## config.mk

```make
export PLATFORM = sky130hd
export DESIGN_NAME = fct_timer
export DESIGN_NICKNAME = d
export VERILOG_FILES = /design/src/inc/fct_pkg.sv /design/src/verilog/fct_timer.sv
export VERILOG_INCLUDE_DIRS = /design/src /design/src/inc
export SDC_FILE = /design/constraint.sdc
export NUM_CORES = 1
export LEC_CHECK = 0
export BUFFER_PORTS_ARGS = -buffer_cell sky130_fd_sc_hd__buf_2
export CAP_MARGIN = 10
export CORE_MARGIN = 1
export CORE_UTILIZATION = 50
export CTS_CLUSTER_DIAMETER = 150
export DETAILED_ROUTE_END_ITERATION = 8
export GPL_ROUTABILITY_DRIVEN = 0
export PLACE_DENSITY_LB_ADDON = 0.15
export SYNTH_ARGS = -nofsm -noshare
export SYNTH_HDL_FRONTEND = slang
export SYNTH_SLANG_ARGS = --single-unit
```

## constraint.sdc

```tcl
create_clock -name aclk -period 3.2 [get_ports aclk]
set_clock_uncertainty 0.15 [all_clocks]
set_input_delay 0.48 -clock aclk [delete_from_list [all_inputs] [get_ports aclk]]
set_output_delay 0.48 -clock aclk [all_outputs]
set_load 0.05 [all_outputs]
```

## src/inc/fct_defines.svh

```systemverilog
/*
 * Register indices, field positions, reset values and timing counts
 * for the periodic countdown timer. Assumes a 100 MHz system clock.
 */
`ifndef FCT_DEFINES_SVH
`define FCT_DEFINES_SVH

// ==========================================================
// Register indices (byte address is four times the index)
`define FCT_IDX_PRE_LO   4'hB
`define FCT_IDX_PRE_HI   4'hC
`define FCT_IDX_EXT      4'hD
`define FCT_IDX_FLAG     4'hE
`define FCT_IDX_CTRL     4'hF

// ==========================================================
// Field positions
`define FCT_BIT_TE       4
`define FCT_BIT_TSEL_HI  1
`define FCT_BIT_TSEL_LO  0
`define FCT_BIT_TF       4
`define FCT_BIT_TIE      4
`define FCT_BIT_HALT     1
`define FCT_BIT_CRST     0

// ==========================================================
// Reset values
`define FCT_RST_BYTE     8'h00
`define FCT_RST_NIB      4'h0
`define FCT_RST_CNT      12'h000

// ==========================================================
// Timing
`define FCT_CLK_PS       10000
`define FCT_SRC_PER_PS   244140625
`define FCT_SRC_CYC      (`FCT_SRC_PER_PS / `FCT_CLK_PS)
`define FCT_RTN_SHORT_NS 122000
`define FCT_RTN_LONG_NS  7813000
// Divide first: the long time in ps would overflow a 32-bit int
`define FCT_RTN_SHORT_CYC (`FCT_RTN_SHORT_NS / (`FCT_CLK_PS / 1000))
`define FCT_RTN_LONG_CYC  (`FCT_RTN_LONG_NS / (`FCT_CLK_PS / 1000))
`define FCT_DIV64        6'd63
`define FCT_DIV1HZ       12'd4095
`define FCT_DIVMIN       6'd59

`endif

```

## src/inc/fct_pkg.sv

```systemverilog
/*
 * Types for the periodic countdown timer.
 * Assumes fct_defines.svh supplies all numeric constants.
 */
package fct_pkg;

  // ==========================================================
  // Source clock select
  typedef enum logic [1:0] {
    FCT_SRC_4096HZ,
    FCT_SRC_64HZ,
    FCT_SRC_1HZ,
    FCT_SRC_1_60HZ
  } fct_src_e;

  typedef logic [11:0] fct_cnt_t;

endpackage

```

## src/verilog/fct_timer.sv

```systemverilog
/*
 * Periodic countdown timer with AXI4-Lite registers and an
 * open-drain shared interrupt pin.
 * Assumes serial clock and foreign interrupt arrive asynchronously.
 */
`timescale 1ns/1ps
`include "fct_defines.svh"

// ==========================================================
module fct_timer #(
  parameter int CYC_4096  = `FCT_SRC_CYC,
  parameter int RTN_SHORT = `FCT_RTN_SHORT_CYC,
  parameter int RTN_LONG  = `FCT_RTN_LONG_CYC
) (
  // Clock and reset
  input  wire logic        aclk,
  input  wire logic        aresetn,
  // AXI4-Lite write
  input  wire logic [7:0]  s_axi_awaddr,
  input  wire logic        s_axi_awvalid,
  output logic             s_axi_awready,
  input  wire logic [31:0] s_axi_wdata,
  input  wire logic [3:0]  s_axi_wstrb,
  input  wire logic        s_axi_wvalid,
  output logic             s_axi_wready,
  output logic [1:0]       s_axi_bresp,
  output logic             s_axi_bvalid,
  input  wire logic        s_axi_bready,
  // AXI4-Lite read
  input  wire logic [7:0]  s_axi_araddr,
  input  wire logic        s_axi_arvalid,
  output logic             s_axi_arready,
  output logic [31:0]      s_axi_rdata,
  output logic [1:0]       s_axi_rresp,
  output logic             s_axi_rvalid,
  input  wire logic        s_axi_rready,
  // Link
  input  wire logic        serial_clk,
  input  wire logic        other_irq,
  // Interrupt pin, open drain
  input  wire logic        irq_n_i,
  output logic             irq_n_o,
  output logic             irq_n_oe
);

  typedef struct packed {
    logic       awr;
    logic       wr;
    logic       aw_h;
    logic       w_h;
    logic [3:0] aw_i;
    logic [7:0] wd;
    logic       ws;
    logic       bv;
    logic       berr;
    logic       arr;
    logic       rv;
    logic [7:0] rd;
    logic       rerr;
    logic [7:0] pre_lo;
    logic [3:0] pre_hi;
    logic       te;
    logic [1:0] tsel;
    logic       tf;
    logic       timer_interrupt_enable;
    logic       halt;
    logic       crst;
    logic       pend;
    logic       run;
    logic [11:0] cnt;
    logic [14:0] pre;
    logic [5:0] d64;
    logic [11:0] sec;
    logic [11:0] hz;
    logic [5:0] mn;
    logic       tirq;
    logic [19:0] rtn;
    logic       oe;
    logic       sc1;
    logic       sc2;
    logic       sc3;
    logic       oi1;
    logic       oi2;
  } fct_state_s;

  fct_state_s st_ff;
  fct_state_s nxt_st;

  logic [11:0] preset;
  logic        stopped;
  logic        t4096;
  logic        t64;
  logic        t1;
  logic        tmin;
  logic        src_tick;
  logic        ev;
  logic        sclk_fall;

  assign preset    = {st_ff.pre_hi, st_ff.pre_lo};
  assign stopped   = st_ff.halt | st_ff.crst;
  assign t4096     = !stopped && (st_ff.pre == 15'(CYC_4096 - 1));
  assign t64       = t4096 && (st_ff.d64 == `FCT_DIV64);
  assign t1        = t4096 && (st_ff.hz == `FCT_DIV1HZ);
  assign tmin      = t4096 && (st_ff.sec == `FCT_DIV1HZ) && (st_ff.mn == `FCT_DIVMIN);
  assign sclk_fall = st_ff.sc3 && !st_ff.sc2;

  always_comb begin
    unique case (fct_pkg::fct_src_e'(st_ff.tsel))
      fct_pkg::FCT_SRC_4096HZ: src_tick = t4096;
      fct_pkg::FCT_SRC_64HZ:   src_tick = t64;
      fct_pkg::FCT_SRC_1HZ:    src_tick = t1;
      fct_pkg::FCT_SRC_1_60HZ: src_tick = tmin;
    endcase
  end

  // event on the tick at count 1, which reloads the preset
  assign ev = st_ff.run && src_tick && (st_ff.cnt == 12'h001);

  always_comb begin
    logic [7:0] rv8;
    logic       hit;
    logic       wdo;
    rv8 = 8'h00;
    hit = 1'b1;
    wdo = 1'b0;
    nxt_st = st_ff;

    // Two flops before any reader
    nxt_st.sc1 = serial_clk;
    nxt_st.sc2 = st_ff.sc1;
    nxt_st.sc3 = st_ff.sc2;
    nxt_st.oi1 = other_irq;
    nxt_st.oi2 = st_ff.oi1;

    // ========================================================
    // Time base; calendar runs free of the timer start
    if (!stopped) begin
      nxt_st.pre = t4096 ? 15'h0000 : 15'(st_ff.pre + 15'h0001);
    end
    if (t4096) begin
      nxt_st.d64 = 6'(st_ff.d64 + 6'h01);
      nxt_st.sec = 12'(st_ff.sec + 12'h001);
      nxt_st.hz  = 12'(st_ff.hz + 12'h001);
      if (st_ff.sec == `FCT_DIV1HZ) begin
        nxt_st.mn = (st_ff.mn == `FCT_DIVMIN) ? 6'h00 : 6'(st_ff.mn + 6'h01);
      end
    end

    // ========================================================
    // Countdown
    // halt or reset freezes counting
    if (st_ff.run && src_tick) begin
      if (st_ff.cnt <= 12'h001) begin
        nxt_st.cnt = preset;
      end else begin
        nxt_st.cnt = 12'(st_ff.cnt - 12'h001);
      end
    end
    // start on serial clock falling edge
    if (st_ff.pend && sclk_fall) begin
      nxt_st.pend = 1'b0;
      nxt_st.run  = 1'b1;
      nxt_st.cnt  = preset;
      // 1 Hz phase restarts here, not at the seconds edge
      nxt_st.hz   = 12'h000;
    end

    // ========================================================
    // Pin driver
    if (st_ff.tirq) begin
      nxt_st.rtn = 20'(st_ff.rtn - 20'h00001);
      if (st_ff.rtn == 20'h00001) begin
        nxt_st.tirq = 1'b0;
      end
    end
    if (!st_ff.timer_interrupt_enable) begin
      nxt_st.tirq = 1'b0;
    end
    if (ev && st_ff.timer_interrupt_enable) begin
      nxt_st.tirq = 1'b1;
      nxt_st.rtn  = (st_ff.tsel == 2'b00) ? 20'(RTN_SHORT) : 20'(RTN_LONG);
    end

    // ========================================================
    // AXI write
    if (s_axi_awvalid && st_ff.awr) begin
      nxt_st.aw_h = 1'b1;
      nxt_st.awr  = 1'b0;
      nxt_st.aw_i = s_axi_awaddr[5:2];
      hit         = (s_axi_awaddr[7:6] == 2'b00) && (s_axi_awaddr[1:0] == 2'b00);
      nxt_st.berr = !hit || (s_axi_awaddr[5:2] < `FCT_IDX_PRE_LO);
    end
    if (s_axi_wvalid && st_ff.wr) begin
      nxt_st.w_h = 1'b1;
      nxt_st.wr  = 1'b0;
      nxt_st.wd  = s_axi_wdata[7:0];
      nxt_st.ws  = s_axi_wstrb[0];
    end
    if (st_ff.aw_h && st_ff.w_h) begin
      nxt_st.aw_h = 1'b0;
      nxt_st.w_h  = 1'b0;
      nxt_st.bv   = 1'b1;
      wdo = st_ff.ws && !st_ff.berr;
    end
    if (wdo) begin
      unique case (st_ff.aw_i)
        // byte layout; plain storage when unused
        `FCT_IDX_PRE_LO: begin
          nxt_st.pre_lo = st_ff.wd;
          // Stopped count follows the store, so readback acts as storage
          if (!st_ff.te) begin
            nxt_st.cnt[7:0] = st_ff.wd;
          end
        end
        `FCT_IDX_PRE_HI: begin
          nxt_st.pre_hi = st_ff.wd[3:0];
          if (!st_ff.te) begin
            nxt_st.cnt[11:8] = st_ff.wd[3:0];
          end
        end
        `FCT_IDX_EXT: begin
          nxt_st.te   = st_ff.wd[`FCT_BIT_TE];
          nxt_st.tsel = st_ff.wd[`FCT_BIT_TSEL_HI:`FCT_BIT_TSEL_LO];
          // stopping leaves the pin as it is
          if (!st_ff.wd[`FCT_BIT_TE]) begin
            nxt_st.run  = 1'b0;
            nxt_st.pend = 1'b0;
          end else if (!st_ff.te) begin
            nxt_st.pend = 1'b1;
          end
        end
        `FCT_IDX_FLAG: begin
          if (!st_ff.wd[`FCT_BIT_TF]) begin
            nxt_st.tf = 1'b0;
          end
        end
        `FCT_IDX_CTRL: begin
          nxt_st.timer_interrupt_enable  = st_ff.wd[`FCT_BIT_TIE];
          nxt_st.halt = st_ff.wd[`FCT_BIT_HALT];
          nxt_st.crst = st_ff.wd[`FCT_BIT_CRST];
        end
        default: nxt_st.tf = st_ff.tf;
      endcase
    end
    if (ev) begin
      nxt_st.tf = 1'b1;
    end
    if (st_ff.bv && s_axi_bready) begin
      nxt_st.bv  = 1'b0;
      nxt_st.awr = 1'b1;
      nxt_st.wr  = 1'b1;
    end

    // ========================================================
    // AXI read
    if (s_axi_arvalid && st_ff.arr) begin
      nxt_st.arr = 1'b0;
      nxt_st.rv  = 1'b1;
      hit = (s_axi_araddr[7:6] == 2'b00) && (s_axi_araddr[1:0] == 2'b00);
      unique case (s_axi_araddr[5:2])
        // preset while enabled, live count while stopped
        `FCT_IDX_PRE_LO: rv8 = st_ff.te ? st_ff.pre_lo : st_ff.cnt[7:0];
        `FCT_IDX_PRE_HI: rv8 = {4'h0, st_ff.te ? st_ff.pre_hi : st_ff.cnt[11:8]};
        `FCT_IDX_EXT:    rv8 = {3'h0, st_ff.te, 2'h0, st_ff.tsel};
        `FCT_IDX_FLAG:   rv8 = {3'h0, st_ff.tf, 4'h0};
        `FCT_IDX_CTRL:   rv8 = {3'h0, st_ff.timer_interrupt_enable, 2'h0, st_ff.halt, st_ff.crst};
        default:         hit = 1'b0;
      endcase
      nxt_st.rd   = hit ? rv8 : 8'h00;
      nxt_st.rerr = !hit;
    end
    if (st_ff.rv && s_axi_rready) begin
      nxt_st.rv  = 1'b0;
      nxt_st.arr = 1'b1;
    end

    nxt_st.oe = nxt_st.tirq || st_ff.oi2;
  end

  always_ff @(posedge aclk) begin
    if (!aresetn) begin
      st_ff     <= '0;
      st_ff.awr <= 1'b1;
      st_ff.wr  <= 1'b1;
      st_ff.arr <= 1'b1;
    end else begin
      st_ff <= nxt_st;
    end
  end

  assign s_axi_awready = st_ff.awr;
  assign s_axi_wready  = st_ff.wr;
  assign s_axi_bvalid  = st_ff.bv;
  assign s_axi_bresp   = st_ff.berr ? 2'b10 : 2'b00;
  assign s_axi_arready = st_ff.arr;
  assign s_axi_rvalid  = st_ff.rv;
  assign s_axi_rdata   = {24'h000000, st_ff.rd};
  assign s_axi_rresp   = st_ff.rerr ? 2'b10 : 2'b00;
  // Pin level is never driven high, only released
  assign irq_n_o       = 1'b0;
  assign irq_n_oe      = st_ff.oe;
endmodule

```

==> impl_metrics.ini <==
[run_status]
status = completed

[logic_synthesis]
synth_area_leaders = dfxtp_1 (40%), nor2_1 (6.3%), mux2i_1 (5.0%)
synth_commonest_cells = dfxtp_1 (141), nor2_1 (118), nand2_1 (82)
async_flop_share_pct = 0
synth_xor_xnor_area_share_pct = 6.89
synth_warnings = 0
synthSimpleGateAreaFrac_pct = 24.0
synthMuxAreaShare_pct = 5.65
synthCells = 851
netlist_area_um2 = 7000
synth_top_family_by_area = simple AND/OR/NAND/NOR gates
syn_area_per_cell_um2 = 8.22
synth-edff-count = 0
yosys.area.top_type = dfxtp_1
synth_adder_area_share_pct = 2.33
yosysSeqAreaShare_pct = 40.4
synth_cell_type_count = 68
synth_top_area_share_pct = 40.4
synth_compound_area_share_pct = 13.1
ys_seq_elements = 141
synth.most_common_cell = dfxtp_1
synth_ff_type = dfxtp_1

[timing]
rsz0062_at_grt = false
hold_ws_ns = 0.104
setup_viol = 0
final_hold_viol_count = 0
slew_headroom_pct = 39.1
tns_ns = 0
max_freq_mhz = 342
period_share_pct = 91.5
final.min_clock_period_ns = 2.93
worst_pin_slew_ns = 0.912
drv_slew = 0

[floorplan]
io_pins = 105
die_w_um = 120
die_height_um = 120
start_util_pct = 52.0
die-area_um2 = 14500
core-area_um2 = 13500
placementRows = 42

[clock_tree]
cts_root_buf = clkbuf_16
cts_tree = done
cts_hold_buffers = 0
post-cts-setup-buffers = 0
clk_latency_ns = 0.43
cts_resized = 0
htreeDepth = 4
cts_sinks = 141
cts_buffer_depth = 2
numCtsBuffers = 17
clkTransAtPathRegs_ns = 0.06

[final_layout]
num-nets-final = 961
fin_cells = 1074
drive_above_1_share_pct = 12.5
fin_util_pct = 58.9
antenna_cells = 0
area_growth_pct = 13.3
stdcell_area_um2 = 7920

[critical_path]
r2r_cells = 6
crit_arrival_ns = 3.09
timing_worst_setup_path_type = reg2reg
cp-start-kind = register
cp_max_fo = 6
crit_path_end_kind = register
required_ns = 3.36

[grt]
grt_max_degree = 48
antenna_found_initial = 0
grt_pass1_vias = 5744
gr-usage-all-layers_pct = 23.7
overflow = 0
grt_first_pass_wirelength_um = 27100

[route]
dr.pass1.iters = 6
viasPerCell = 5.61
routed_wl_um = 16400
via_count = 6029
antenna_left = 0
drc = 0
wl_per_cell_um = 15.2
drtIter0Drc = 475

[power_and_ir_drop]
switching_share_pct = 22.4
leakage_nw = 3.09
peakVddDrop_v = 0.000438
power_density_nw_per_um2 = 541
p_int_mw = 3.32
p_switching_mw = 0.960
p_clk_share_pct = 52.5
p_seq_share_pct = 42.2
power_frac_comb_pct = 5.3

[min_path]
hp-class = in2reg
holdPathStages = 2

[job]
maxCapViolCount = 0

[placement]
dp_hpwl_um = 11400
io_buffers = 49
placedCellCount = 1043
place_area_um2 = 7250
==> state kept, by name, indices dropped and copies added (netlist names) <==
signal         flops
s_axi_arready      1
irq_n_oe           1
preset            12
s_axi_rvalid       1
s_axi_awready      1
nxt_st             3
s_axi_bvalid       1
s_axi_wready       1
s_axi_rdata        8
st_ff            112
==> worst paths after layout <==
kind / startpoint / endpoint / slack (ns)
max: st_ff[92] / st_ff[88] / 0.27
min: s_axi_wvalid / s_axi_wready / 0.10
max reg2reg: st_ff[92] / st_ff[88] / 0.27
min reg2reg: nxt_st[3] / nxt_st[2] / 0.29
==> critical path: stages, from the launching register on <==
cell and delay (ns):
dfxtp_1 0.36, or3b_2 0.54, or4_1 0.48, nor3_1 0.44, and3_1 0.37, a41oi_1 0.16, o31a_1 0.32
==> per-stage QoR <==
stage / setup WS [ns] / total power, mW
CTS: 0.345 / 4.31
global route: 0.146 / 4.41
global placement: 0.397 / 2.07
floorplan: 0.659 / 2.04
finish: 0.273 / 4.28
detailed placement: 0.353 / 2.07
==> power groups by stage <==
stage                     Sequential, mW  Clock (mW)  Combinational (mW)
after floorplan                     1.85           0               0.185
final                               1.81        2.25               0.227
after global routing                1.81        2.35               0.246
after global placement              1.84           0               0.223
after CTS                           1.81        2.27               0.227
after detailed placement            1.85           0               0.226
==> cells by family after synthesis <==
kind of cell    after synthesis
simple gates                348
flops                       141
mux                          39
other cells                   1
xor+xnor                     55
buf+inv                     103
fa+ha+maj                    13
compound gates              151
==> metal layers <==
metal  routed length [um]  part of all wire (%)  global-route usage, %
met3                 1010                   6.2                   6.23
met5                    0                     0                      0
met1                 7570                    46                   30.7
met2                 7560                    46                   38.1
met4                  231                   1.4                   7.79
==> cell type report <==
type                            count  area (um2)
Tap cell                          176         220
Timing Repair Buffer               65         365
Clock inverter                      8         176
Inverter                           28         105
Multi-Input combinational cell    633        3730
Fill cell                        1193        5530
Sequential cell                   141        2820
Clock buffer                       23         498
==> cells in the final DEF (no fill, tap or decap), types with 3 or more instances in the layout <==
cell       instances
or3_1             16
o22ai_1            4
or4_4              3
o211ai_1           6
mux2_2             4
a31oi_1            7
and2_1            10
ha_1              13
xor2_1            22
or2_2              3
buf_4             16
xnor2_1           33
o21ai_0           31
o2111ai_1          3
o31ai_1            4
buf_2             49
clkbuf_8           5
bufinv_16          5
or4_1              6
conb_1            27
nor4_1            11
inv_1             27
nor2_1           118
nor3_1            23
nand2_1           82
nand4_1           20
nor2b_1            3
and3_1             8
nand3_1           26
mux2i_1           35
a22oi_1            5
a211oi_1           5
a21oi_1           64
dfxtp_1          141
clkbuf_16         17
No activity file was read; power rests on OpenSTA's default activity.
